## src/common/ssc_pkg.sv

```systemverilog
// Constants and types for the serial slave read and coil force block
// Summary of operation
// - At most 125 registers per read
// - Read reply: address, 04h, byte count 2n, data, CRC
// - Bad register address: exception 02h, count it
// - Bad register count: exception 03h, count it
// - Malformed read: exception 03h, count it
// - Function 05h sets or clears one coil
// - Successful force reply echoes the request
// - Physical coils 0-26 reset themselves
// - Forced physical coil pulses its contact one second
// - Pulsed remote bits 59-90 clear at end
// - Coil 27 is the first remote bit
package ssc_pkg;
  localparam logic [7:0] FUNC_READ_INPUT = 8'h04;
  localparam logic [7:0] FUNC_FORCE_COIL = 8'h05;
  localparam logic [7:0] EXC_FLAG = 8'h80;
  localparam logic [7:0] EXC_ILLEGAL_FUNC = 8'h01;
  localparam logic [7:0] EXC_BAD_ADDR = 8'h02;
  localparam logic [7:0] EXC_BAD_VALUE = 8'h03;
  localparam logic [7:0] COIL_OP_SET = 8'hff;
  localparam logic [7:0] COIL_OP_CLEAR = 8'h00;
  localparam logic [7:0] COIL_PLACEHOLDER = 8'h00;
  localparam logic [15:0] CRC_INIT = 16'hffff;
  localparam logic [15:0] CRC_POLY = 16'ha001;
  localparam logic [15:0] CRC_RESIDUE = 16'h0000;
  localparam logic [15:0] MAX_READ_REGS = 16'h007d;
  localparam logic [3:0] REQ_LEN = 4'h8;
  localparam logic [3:0] MIN_LEN = 4'h4;
  localparam logic [3:0] RX_BUF_DEPTH = 4'h8;
  localparam logic [7:0] EXC_BODY_LEN = 8'h03;
  localparam logic [7:0] ECHO_BODY_LEN = 8'h06;
  localparam logic [7:0] READ_HDR_LEN = 8'h03;
  localparam logic [15:0] COIL_PHYS_LAST = 16'h001a;
  localparam logic [15:0] COIL_RB_FIRST = 16'h001b;
  localparam logic [15:0] COIL_RB_LAST = 16'h003a;
  localparam logic [15:0] COIL_RB_PULSE_FIRST = 16'h003b;
  localparam logic [15:0] COIL_RB_PULSE_LAST = 16'h005a;
  localparam int NUM_CONTACTS = 15;
  localparam int NUM_REMOTE = 32;
  localparam int NUM_CHAN = NUM_CONTACTS + NUM_REMOTE;
  localparam logic [5:0] CHAN_NONE = 6'h3f;
  localparam int CNT_W = 26;
  localparam int CLK_HZ = 50000000;
  localparam int PULSE_TIME_MS = 1000;
  localparam logic [CNT_W-1:0] PULSE_CYCLES_DEF =
    CNT_W'(CLK_HZ / 1000 * PULSE_TIME_MS);
  localparam int CTR_W = 16;

  typedef enum logic [2:0] {
    SSC_IDLE, SSC_CHECK, SSC_SCAN, SSC_ADDR, SSC_LOAD, SSC_WAIT
  } ssc_state_t;

  typedef enum logic [1:0] {
    SSC_RESP_EXC, SSC_RESP_READ, SSC_RESP_ECHO
  } ssc_resp_t;
endpackage

```

## src/common/ssc_pulse_if.sv

```systemverilog
// Start, cancel and status lines between the command engine and timers
`timescale 1ns/1ps
`default_nettype none
interface ssc_pulse_if;
  import ssc_pkg::*;
  logic [NUM_CHAN-1:0] start;
  logic [NUM_CHAN-1:0] cancel;
  logic [NUM_CHAN-1:0] active;
  logic [NUM_CHAN-1:0] done;
  modport ctrl (output start, output cancel, input active, input done);
  modport bank (input start, input cancel, output active, output done);
endinterface
`default_nettype wire

```

## src/hdl/ssc_pulse_bank.sv

```systemverilog
// One-shot pulse timers, one per contact or pulsed remote bit
`timescale 1ns/1ps
`default_nettype none
module ssc_pulse_bank
  import ssc_pkg::*;
#(
  parameter logic [CNT_W-1:0] PULSE_CYCLES = PULSE_CYCLES_DEF
)
(
  input wire logic core_clk_i,
  input wire logic reset_i,
  ssc_pulse_if.bank pulse
);
  for (genvar g = 0; g < NUM_CHAN; g++)
  begin : g_chan
    logic [CNT_W-1:0] cnt;
    logic [CNT_W-1:0] next_cnt;
    logic act;
    logic next_act;
    logic dn;
    logic next_dn;

    always_comb
    begin
      next_cnt = cnt;
      next_act = act;
      next_dn = 1'b0;
      if (pulse.start[g])
      begin
        // A new force reloads the full period
        next_cnt = PULSE_CYCLES;
        next_act = 1'b1;
      end
      else if (pulse.cancel[g])
      begin
        next_cnt = '0;
        next_act = 1'b0;
      end
      else if (act)
      begin
        if (cnt == CNT_W'(1))
        begin
          next_cnt = '0;
          next_act = 1'b0;
          next_dn = 1'b1;
        end
        else
        begin
          next_cnt = cnt - CNT_W'(1);
        end
      end
    end

    always_ff @(posedge core_clk_i)
    begin
      if (reset_i)
      begin
        cnt <= '0;
        act <= 1'b0;
        dn <= 1'b0;
      end
      else
      begin
        cnt <= next_cnt;
        act <= next_act;
        dn <= next_dn;
      end
    end

    assign pulse.active[g] = act;
    assign pulse.done[g] = dn;
  end
endmodule
`default_nettype wire

```

## src/hdl/ssc_slave_top.sv

```systemverilog
// Slave command engine for input register reads and single coil forces
`timescale 1ns/1ps
`default_nettype none
module ssc_slave_top
  import ssc_pkg::*;
#(
  parameter logic [CNT_W-1:0] PULSE_CYCLES = PULSE_CYCLES_DEF
)
(
  input wire logic core_clk_i,
  input wire logic reset_i,
  input wire logic [7:0] slave_addr_i,
  input wire logic [7:0] rx_data_i,
  input wire logic rx_valid_i,
  input wire logic rx_frame_end_i,
  output logic [7:0] tx_data_o,
  output logic tx_valid_o,
  output logic tx_last_o,
  input wire logic tx_ready_i,
  output logic [15:0] reg_addr_o,
  input wire logic [15:0] reg_data_i,
  input wire logic reg_bad_i,
  output logic [CTR_W-1:0] invalid_addr_count_o,
  output logic [CTR_W-1:0] illegal_reg_count_o,
  output logic [CTR_W-1:0] bad_format_count_o,
  output logic slot1_contact_a_o,
  output logic slot1_contact_b_o,
  output logic slot1_contact_c_o,
  output logic slot3_contact_a_o,
  output logic slot3_contact_b_o,
  output logic slot3_contact_c_o,
  output logic slot3_contact_d_o,
  output logic slot4_contact_a_o,
  output logic slot4_contact_b_o,
  output logic slot4_contact_c_o,
  output logic slot4_contact_d_o,
  output logic slot5_contact_a_o,
  output logic slot5_contact_b_o,
  output logic slot5_contact_c_o,
  output logic slot5_contact_d_o,
  output logic [NUM_REMOTE-1:0] remote_control_bits_o
);
  ssc_pulse_if pulse ();

  ssc_pulse_bank #(.PULSE_CYCLES(PULSE_CYCLES)) u_bank (
    .core_clk_i(core_clk_i),
    .reset_i(reset_i),
    .pulse(pulse.bank)
  );

  ssc_state_t state, next_state;
  ssc_resp_t resp, next_resp;
  logic [7:0] rx_buf [RX_BUF_DEPTH];
  logic [7:0] next_rx_buf [RX_BUF_DEPTH];
  logic [3:0] rx_len, next_rx_len;
  logic [15:0] crc_rx, next_crc_rx;
  logic [15:0] crc_tx, next_crc_tx;
  logic [7:0] exc_code, next_exc_code;
  logic [7:0] byte_idx, next_byte_idx;
  logic [7:0] body_len, next_body_len;
  logic [15:0] scan_idx, next_scan_idx;
  logic [15:0] next_reg_addr;
  logic [7:0] next_tx_data;
  logic next_tx_valid, next_tx_last;
  logic [CTR_W-1:0] next_invalid, next_illegal, next_badfmt;
  logic [NUM_REMOTE-1:0] next_rb;
  logic [NUM_CHAN-1:0] start_q, next_start, cancel_q, next_cancel;

  logic [7:0] func;
  logic [15:0] field_a;
  logic [15:0] field_b;
  logic [7:0] data_idx;
  logic [7:0] body_byte;
  logic [5:0] chan;
  logic [4:0] rb_idx;

  assign func = rx_buf[1];
  assign field_a = {rx_buf[2], rx_buf[3]};
  assign field_b = {rx_buf[4], rx_buf[5]};
  assign data_idx = byte_idx - READ_HDR_LEN;

  function automatic logic [15:0] crc_step(input logic [15:0] c,
                                           input logic [7:0] b);
    logic [15:0] r;
    r = c ^ {8'h00, b};
    for (int i = 0; i < 8; i++)
    begin
      r = r[0] ? ((r >> 1) ^ CRC_POLY) : (r >> 1);
    end
    return r;
  endfunction

  // Physical coil to timer channel; gaps are reserved coils
  function automatic logic [5:0] coil_chan(input logic [4:0] c);
    if (c <= 5'h06)
      return {1'b0, c};
    else if (c >= 5'h0b && c <= 5'h0e)
      return {1'b0, c - 5'h04};
    else if (c >= 5'h13 && c <= 5'h16)
      return {1'b0, c - 5'h08};
    else
      return CHAN_NONE;
  endfunction

  assign chan = coil_chan(field_a[4:0]);

  always_comb
  begin
    body_byte = 8'h00;
    unique case (resp)
      SSC_RESP_EXC:
        body_byte = (byte_idx == 8'h00) ? slave_addr_i :
                    (byte_idx == 8'h01) ? (func | EXC_FLAG) : exc_code;
      SSC_RESP_ECHO:
        body_byte = rx_buf[byte_idx[2:0]];
      SSC_RESP_READ:
        if (byte_idx == 8'h00)
          body_byte = slave_addr_i;
        else if (byte_idx == 8'h01)
          body_byte = FUNC_READ_INPUT;
        else if (byte_idx == 8'h02)
          body_byte = {field_b[6:0], 1'b0};
        else
          body_byte = data_idx[0] ? reg_data_i[7:0] : reg_data_i[15:8];
    endcase
  end

  always_comb
  begin
    next_state = state;
    next_resp = resp;
    next_rx_buf = rx_buf;
    next_rx_len = rx_len;
    next_crc_rx = crc_rx;
    next_crc_tx = crc_tx;
    next_exc_code = exc_code;
    next_byte_idx = byte_idx;
    next_body_len = body_len;
    next_scan_idx = scan_idx;
    next_reg_addr = reg_addr_o;
    next_tx_data = tx_data_o;
    next_tx_valid = tx_valid_o;
    next_tx_last = tx_last_o;
    next_invalid = invalid_addr_count_o;
    next_illegal = illegal_reg_count_o;
    next_badfmt = bad_format_count_o;
    next_start = '0;
    next_cancel = '0;
    rb_idx = 5'h00;
    // A pulsed remote bit clears when its pulse ends
    next_rb = remote_control_bits_o & ~pulse.done[NUM_CHAN-1:NUM_CONTACTS];
    unique case (state)
      SSC_IDLE:
      begin
        if (rx_valid_i)
        begin
          if (rx_len < RX_BUF_DEPTH)
            next_rx_buf[rx_len[2:0]] = rx_data_i;
          if (rx_len != 4'hf)
            next_rx_len = rx_len + 4'h1;
          next_crc_rx = crc_step(crc_rx, rx_data_i);
        end
        if (rx_frame_end_i)
          next_state = SSC_CHECK;
      end
      SSC_CHECK:
      begin
        next_rx_len = 4'h0;
        next_crc_rx = CRC_INIT;
        next_state = SSC_IDLE;
        next_resp = SSC_RESP_EXC;
        next_body_len = EXC_BODY_LEN;
        next_byte_idx = 8'h00;
        next_crc_tx = CRC_INIT;
        if (crc_rx == CRC_RESIDUE && rx_len >= MIN_LEN &&
            rx_buf[0] == slave_addr_i)
        begin
          next_state = SSC_ADDR;
          next_exc_code = EXC_BAD_VALUE;
          if (func == FUNC_READ_INPUT)
          begin
            if (rx_len != REQ_LEN)
              next_badfmt = bad_format_count_o + CTR_W'(1);
            else if (field_b == 16'h0000 || field_b > MAX_READ_REGS)
              next_illegal = illegal_reg_count_o + CTR_W'(1);
            else
            begin
              // Raw field is the native address; no 3X offset is subtracted
              next_reg_addr = field_a;
              next_scan_idx = 16'h0000;
              next_state = SSC_SCAN;
            end
          end
          else if (func == FUNC_FORCE_COIL)
          begin
            if (rx_len != REQ_LEN ||
                (rx_buf[4] != COIL_OP_SET && rx_buf[4] != COIL_OP_CLEAR) ||
                rx_buf[5] != COIL_PLACEHOLDER)
              next_badfmt = bad_format_count_o + CTR_W'(1);
            else if (field_a > COIL_RB_PULSE_LAST)
            begin
              next_exc_code = EXC_BAD_ADDR;
              next_invalid = invalid_addr_count_o + CTR_W'(1);
            end
            else
            begin
              next_resp = SSC_RESP_ECHO;
              next_body_len = ECHO_BODY_LEN;
              if (field_a <= COIL_PHYS_LAST)
              begin
                // Reserved coils map to no channel and do nothing
                if (chan != CHAN_NONE)
                begin
                  next_start[chan] = (rx_buf[4] == COIL_OP_SET);
                  next_cancel[chan] = (rx_buf[4] == COIL_OP_CLEAR);
                end
              end
              else if (field_a <= COIL_RB_LAST)
              begin
                rb_idx = 5'(field_a - COIL_RB_FIRST);
                next_rb[rb_idx] = (rx_buf[4] == COIL_OP_SET);
              end
              else
              begin
                rb_idx = 5'(field_a - COIL_RB_PULSE_FIRST);
                next_rb[rb_idx] = (rx_buf[4] == COIL_OP_SET);
                next_start[NUM_CONTACTS + int'(rb_idx)] =
                  (rx_buf[4] == COIL_OP_SET);
                next_cancel[NUM_CONTACTS + int'(rb_idx)] =
                  (rx_buf[4] == COIL_OP_CLEAR);
              end
            end
          end
          else
            next_exc_code = EXC_ILLEGAL_FUNC;
        end
      end
      SSC_SCAN:
      begin
        if (reg_bad_i)
        begin
          next_exc_code = EXC_BAD_ADDR;
          next_invalid = invalid_addr_count_o + CTR_W'(1);
          next_state = SSC_ADDR;
        end
        else if (scan_idx == field_b - 16'h0001)
        begin
          next_resp = SSC_RESP_READ;
          next_body_len = READ_HDR_LEN + {field_b[6:0], 1'b0};
          next_state = SSC_ADDR;
        end
        else
        begin
          next_scan_idx = scan_idx + 16'h0001;
          next_reg_addr = reg_addr_o + 16'h0001;
        end
      end
      SSC_ADDR:
      begin
        next_reg_addr = field_a + {9'h000, data_idx[7:1]};
        next_state = SSC_LOAD;
      end
      SSC_LOAD:
      begin
        next_tx_valid = 1'b1;
        if (byte_idx < body_len)
        begin
          next_tx_data = body_byte;
          next_crc_tx = crc_step(crc_tx, body_byte);
        end
        else if (byte_idx == body_len)
          next_tx_data = crc_tx[7:0];
        else
        begin
          next_tx_data = crc_tx[15:8];
          next_tx_last = 1'b1;
        end
        next_state = SSC_WAIT;
      end
      SSC_WAIT:
      begin
        if (tx_ready_i)
        begin
          next_tx_valid = 1'b0;
          next_tx_last = 1'b0;
          next_byte_idx = byte_idx + 8'h01;
          next_state = tx_last_o ? SSC_IDLE : SSC_ADDR;
        end
      end
    endcase
  end

  always_ff @(posedge core_clk_i)
  begin
    if (reset_i)
    begin
      state <= SSC_IDLE;
      resp <= SSC_RESP_EXC;
      for (int i = 0; i < RX_BUF_DEPTH; i++)
        rx_buf[i] <= 8'h00;
      rx_len <= 4'h0;
      crc_rx <= CRC_INIT;
      crc_tx <= CRC_INIT;
      exc_code <= 8'h00;
      byte_idx <= 8'h00;
      body_len <= 8'h00;
      scan_idx <= 16'h0000;
      reg_addr_o <= 16'h0000;
      tx_data_o <= 8'h00;
      tx_valid_o <= 1'b0;
      tx_last_o <= 1'b0;
      invalid_addr_count_o <= '0;
      illegal_reg_count_o <= '0;
      bad_format_count_o <= '0;
      remote_control_bits_o <= '0;
      start_q <= '0;
      cancel_q <= '0;
    end
    else
    begin
      state <= next_state;
      resp <= next_resp;
      rx_buf <= next_rx_buf;
      rx_len <= next_rx_len;
      crc_rx <= next_crc_rx;
      crc_tx <= next_crc_tx;
      exc_code <= next_exc_code;
      byte_idx <= next_byte_idx;
      body_len <= next_body_len;
      scan_idx <= next_scan_idx;
      reg_addr_o <= next_reg_addr;
      tx_data_o <= next_tx_data;
      tx_valid_o <= next_tx_valid;
      tx_last_o <= next_tx_last;
      invalid_addr_count_o <= next_invalid;
      illegal_reg_count_o <= next_illegal;
      bad_format_count_o <= next_badfmt;
      remote_control_bits_o <= next_rb;
      start_q <= next_start;
      cancel_q <= next_cancel;
    end
  end

  assign pulse.start = start_q;
  assign pulse.cancel = cancel_q;

  // Contacts come straight from the timer flops
  assign slot1_contact_a_o = pulse.active[0];
  assign slot1_contact_b_o = pulse.active[1];
  assign slot1_contact_c_o = pulse.active[2];
  assign slot3_contact_a_o = pulse.active[3];
  assign slot3_contact_b_o = pulse.active[4];
  assign slot3_contact_c_o = pulse.active[5];
  assign slot3_contact_d_o = pulse.active[6];
  assign slot4_contact_a_o = pulse.active[7];
  assign slot4_contact_b_o = pulse.active[8];
  assign slot4_contact_c_o = pulse.active[9];
  assign slot4_contact_d_o = pulse.active[10];
  assign slot5_contact_a_o = pulse.active[11];
  assign slot5_contact_b_o = pulse.active[12];
  assign slot5_contact_c_o = pulse.active[13];
  assign slot5_contact_d_o = pulse.active[14];
endmodule
`default_nettype wire

```

## config.mk

```make
export PLATFORM = sky130hd
export DESIGN_NAME = ssc_slave_top
export DESIGN_NICKNAME = d
export VERILOG_FILES = /design/src/common/ssc_pkg.sv /design/src/common/ssc_pulse_if.sv /design/src/hdl/ssc_pulse_bank.sv /design/src/hdl/ssc_slave_top.sv
export SDC_FILE = /design/constraint.sdc
export NUM_CORES = 2
export LEC_CHECK = 0
export BUFFER_PORTS_ARGS = -buffer_cell sky130_fd_sc_hd__buf_2
export CAP_MARGIN = 0
export CELL_PAD_IN_SITES_DETAIL_PLACEMENT = 1
export CELL_PAD_IN_SITES_GLOBAL_PLACEMENT = 1
export CORE_ASPECT_RATIO = 0.9
export CORE_MARGIN = 3
export CORE_UTILIZATION = 40
export DETAILED_ROUTE_END_ITERATION = 10
export GPL_TIMING_DRIVEN = 0
export PLACE_DENSITY = 0.76
export SYNTH_ARGS = -nofsm -noshare
export SYNTH_HDL_FRONTEND = slang
export SYNTH_HIERARCHICAL = 1
export SYNTH_SLANG_ARGS = --single-unit
```

## constraint.sdc

```tcl
create_clock -name core_clk_i -period 5.2 [get_ports core_clk_i]
set_clock_uncertainty 0.1 [all_clocks]
set_input_delay 0.52 -clock core_clk_i [delete_from_list [all_inputs] [get_ports core_clk_i]]
set_output_delay 0.52 -clock core_clk_i [all_outputs]
set_load 0.1 [all_outputs]
```

* Word-level counts from Yosys, hierarchy flattened
Cells that the tools add are included.
** Storage, ports and cells
- Register bits after elaboration :: 1646
- Input bits :: 38
- Logic and storage cells :: 1144
** Cells by class
- Add/subtract/negate cells :: 63
- Order comparisons :: 23
- Equal/unequal tests :: 87
- Multiplexer cells :: 538
- Bitwise operators :: 62
- Reductions and logical operators :: 171
** Operators by type and width (number)
- $mux W26 :: 188
- $eq A26 B1 Y1 const B :: 47
- $sub A26 B1 Y26 const B :: 47
- $mux W16 :: 40
- $mux W47 :: 6
- $mux W32 :: 8
- $mux W1 :: 232
- $and A47 B47 Y47 :: 4
- $mux W8 :: 18
- $reduce_bool A3 Y1 :: 48
- $reduce_or A3 Y1 :: 47
- $pmux W16 S2 :: 4
- $reduce_or A4 Y1 :: 32
- $add A16 B1 Y16 const B :: 5
- $bwmux W32 :: 2
- $bwmux W64 :: 1
- $not A2 Y3 :: 16
- $pmux W16 S3 :: 1
- $pmux W8 S2 :: 3
- $ne A2 B2 Y1 const B :: 19
- $not A1 Y1 :: 36
- $and A32 B32 Y32 :: 1
- $gt A16 B7 Y1 const B :: 2
- $logic_not A16 Y1 :: 2
- 71 further kinds :: 135

* Longest topological paths before layout
- Depth after elaboration :: 25
- Depth in mapped cells :: 17
- Depth with buffers taken out :: 15

* Cells and area by module
The synthesis kept the hierarchy.
** Modules (own cells, without submodules)
- ssc_pulse_bank :: times used 1, cells an instance 7630, area each 64084.0 um^2, sequential area each 26345.3 um^2
- ssc_slave_top :: times used 1, cells an instance 2087, area each 17076.4 um^2, sequential area each 6786.5 um^2

* Worst setup path after synthesis
Ideal clock, no wire load.
- Path kind :: reg2reg
- Start :: reg byte_idx[1]
- End :: reg crc_tx[0]
- Setup time :: 0.120 ns
- Data arrival time :: 4.027 ns
- Required time :: 4.980 ns
- Setup slack :: 0.953 ns
- Cell stages (with the launch flop) :: 15
- Clock period less this slack :: 4.247 ns
- Cells stage by stage :: dfxtp_1 -> clkbuf_1 -> buf_1 -> inv_1 -> ha_1 -> or3_1 -> a31oi_1 -> o31ai_1 -> a211oi_2 -> xnor3_1 -> xnor3_2 -> xnor3_1 -> xor2_1 -> a21oi_1 -> or2_1
** On the way
- Longest elaborated chain between the ends :: 17
- Elaborated cells between the ends (all ways) :: 34
** RTL lines
- start: declaration :: RTL line ssc_slave_top.sv:59 : logic [7:0] byte_idx, next_byte_idx;
- start signal: assignment :: RTL line ssc_slave_top.sv:328 : byte_idx <= next_byte_idx;
- $eq A8 B2 Y1 / $not A3 Y4 (equally long branches) :: RTL line ssc_slave_top.sv:121, ssc_slave_top.sv:115
- $mux W8 / $bmux W8 S3 (equally long branches) :: RTL line ssc_slave_top.sv:121, ssc_slave_top.sv:115
- $mux W8, on equally long branches :: RTL line ssc_slave_top.sv:119, ssc_slave_top.sv:115
- $mux W8, on equally long branches :: RTL line ssc_slave_top.sv:117, ssc_slave_top.sv:115
- $pmux W8 S3 :: RTL line ssc_slave_top.sv:110 : unique case (resp)
- $xor A16 B8 Y16 :: RTL line ssc_slave_top.sv:85 : r = c ^ {8'h00, b};
- $mux W16 / $not A2 Y3 (equally long branches) (6 in series)
- $not A2 Y3 (no source line) / $mux W16 (equally long branches)
- $mux W16 (2 in series) :: RTL line ssc_slave_top.sv:88 : r = r[0] ? ((r >> 1) ^ CRC_POLY) : (r >> 1);
- $mux W16 :: RTL line ssc_slave_top.sv:266 : if (byte_idx < body_len)
- $pmux W16 S2 :: RTL line ssc_slave_top.sv:152 : unique case (state)
- end signal: assignment :: RTL line ssc_slave_top.sv:326 : crc_tx <= next_crc_tx;
- end: declaration :: RTL line ssc_slave_top.sv:57 : logic [15:0] crc_tx, next_crc_tx;
Parallel ways exist; a longest one is shown, timed or not. The select of a mux whose other input is x is not followed.
A chain may end at the register's enable or synchronous reset.

* Worst setup path in the final report
- Start :: reg rx_buf, in the netlist field_a[2]
- End :: reg cancel_q[36]
** On the way
- Longest elaborated chain between the ends :: 12
- Elaborated cells between the ends (all ways) :: 34
** RTL lines
- start: declaration :: RTL line ssc_slave_top.sv:53 : logic [7:0] rx_buf [RX_BUF_DEPTH];
- start signal: assignment :: RTL line ssc_slave_top.sv:323 : rx_buf <= next_rx_buf;
- branches (longest 12 deep; another with $lt A6 B7 Y1)
- end signal: assignment :: RTL line ssc_slave_top.sv:340 : cancel_q <= next_cancel;
- end: declaration :: RTL line ssc_slave_top.sv:67 : logic [NUM_CHAN-1:0] start_q, next_start, cancel_q, next_cancel;
Parallel ways; which one is timed is not known.

==> metrics.md <==
| Metric | Value |
|---|---|
| Lkg Pwr | `34.0 nW` |
| DRT antenna net count | `0` |
| Final Hold Fails | `0` |
| Number of global-route vias before repair | `74600` |
| Layout cell share with drive strength beyond 1 | `0.0700` |
| Initial Utilization | `0.404` |
| Netlist Area Pre-Place | `80400 sq um` |
| Power, Total | `~27 mW` |
| Slew @ Worst Pin | `between 1500 and 2000 ps` |
| VDD IR-drop max | `0.319 mV` |
| FMAX | `between 150 and 200 MHz` |
| Post-Syn Nets | `9815` |
| Via count | `73200` |
| DR iter-0 viols | `4477` |
| Startpoint Class | `register` |
| Root Driver | `clkbuf_16` |
| Setup WS pre-CTS | `-951 ps` |
| Final Core Density | `0.458` |
| IO Port Bufs | `149` |
| Outcome | `finished with violations` |
| Dpl hpwl | `187000 um` |
| DRC Markers | `0` |
| CP Data Arrival Time | `approximately 5700 ps` |
| First-pass GRT wire length | `~420000 um` |
| HP Class | `in2reg` |
| Worst setup margin | `39.9 ps` |
| RSZ-0062 raised after global routing | `yes` |
| Pin count of the biggest net entering global routing | `17` |
| Vias per std cell | `5.72` |
| Final setup fails | `0` |
| Core area | `199000 sq um` |
| Power per cell area | `299 nW/um^2` |
| Kind of critical path | `reg2reg` |
| GPL Wtd Cong | `~0.9` |
| Number of antenna violations at the first check in global routing | `17` |
| Std-Cell Rows | `155` |
| # Max-Cap Violations | `1` |
| Cells after Synth | `9634` |
| Die Footprint | `206000 sq um` |
| I/O pin cnt | `159` |
| Synthesis warning total | `6` |
| R2R Setup Slk | `40 ps` |
| Die W | `479 um` |
| First-pass DRT Iterations | `6` |
| H-tree depth reported by CTS | `4` |
| Total wire length | `262000 um` |
| Overflow after GRT | `0` |
| Clock period minus worst slack | `5160 ps` |
| Nets | `between 10000 and 15000` |
| Slew headroom | `-0.0488` |
| Syn avg cell area | `around 8.3 sq um` |
| All-Layer GR Usage | `0.245` |
| CP Capture Type | `register` |
| Final worst-path cycle share | `0.992` |
| Die H | `approximately 430 um` |
| Worst EP required | `just under 6000 ps` |
| Failing checks | `max-capacitance violations, max-slew violations` |
| Fin. max-slew vios | `11` |
| Max clock buf depth | `3` |
| Clock sinks | `between 1500 and 2000` |
| Routed length per instance | `20.5 um` |
| FF-to-FF path depth | `13` |
| Crit Path Max Fanout | `11` |
| Reg clk slew, reported paths | `60 ps` |
| Area growth syn-to-layout | `13.3%` |
| Total CTS buffers | `177` |
| WHS Path Cells | `5` |
| Clock latency on the worst-skew pair | `830 ps` |
| TritonCTS clock tree | `yes` |
[worst max-delay path, stage by stage (launching register included)]
cell and delay [ps]:
dfxtp_1 660, clkbuf_2 380, inv_1 270, ha_1 330, a21oi_1 170, nor3_1 90
or2_2 320, a21oi_1 460, nand4_1 160, buf_4 190, buf_4 160, nor4_2 620
nand3_1 530, nor2_1 530
[metrics by stage]
step / cells / hold WS, ps / TNS (ps) / cell area [sq um]
after global routing: 12800 / 120 / -40.2 / 91100
after global placement: 12500 / 336 / -520640 / 84500
after floorplan: 9634 / 324 / 0 / 80400
after CTS: 12800 / 60.0 / 0 / 91000
after detailed placement: 12500 / 349 / -33780 / 84600
final: 12800 / 117 / 0 / 91100
[sequential cells by signal (all words and copies together) (netlist names), 24 cells and up]
register,cells
remote_control_bits_o,32
rx_buf,24
u_bank/g_chan.cnt,1222
u_bank/g_chan.act,47
pulse.start,47
u_bank/g_chan.dn,32
cancel_q,47
[per-layer routing]
metal | vias to the layer above | track usage | part of all wire
li1 | 34900 | - | -
met1 | 36200 | 0.320 | 0.45
met2 | 1687 | 0.403 | 0.46
met3 | 462 | 0.0424 | 0.053
met4 | 0 | 0.0928 | 0.036
met5 | - | 0 | 0
[path summary, 6_finish.rpt]
| check | start | end |
|---|---|---|
| max | field_a[2] | cancel_q[36] |
| min | rx_frame_end_i | state[1] |
| max reg2reg | field_a[2] | cancel_q[36] |
| min reg2reg | rx_buf[2] | rx_buf[2] |
[where the power goes]
part	switching, mW	internal, mW	total [mW]	leakage (nW)
combinational	0.679	0.242	0.921	17.7
sequential	0.0379	12.6	12.6	13.2
clock	5.57	8.15	13.7	3.11
[placed cells by master, fill, tap and decap left out, drive strengths merged, types with 42 or more instances in the layout]
master	instances
and2	44
nand4	198
xor2	461
nor4	404
nand4b	58
and3	70
nand2	526
or2	78
nor3	506
a21oi	718
nand3	293
or3	230
nor2	1386
xnor2	697
o22ai	54
buf	237
clkbuf	632
nand3b	59
inv	271
o21ai	181
nand2b	85
or4	198
nor4b	48
nor2b	81
o31ai	42
ha	142
dfxtp	1640
clkinv	55
mux2i	64
a31oi	110
[layout make-up]
| class | count | area (sq um) |
|---|---|---|
| Buffer | 458 | 1960 |
| Clock buffer | 254 | 5160 |
| Multi-Input combinational cell | 7255 | 44700 |
| Clock inverter | 78 | 1200 |
| Timing Repair Buffer | 158 | 846 |
| Tap cell | 2669 | 3340 |
| Inverter | 280 | 1050 |
| Fill cell | 23800 | 108000 |
| Antenna cell | 12 | 30.0 |
| Sequential cell | 1640 | 32800 |
[what timing repair did]
item,4_1_cts,5_1_grt
endpoints found under the setup margin,93,14
resized for setup,12,4
buffers inserted,2,0
pin swaps,1,0
hold endpoints to repair,1,0
cloned,0,0
hold buffers,1,0
Power figures use the tool's default switching activity.
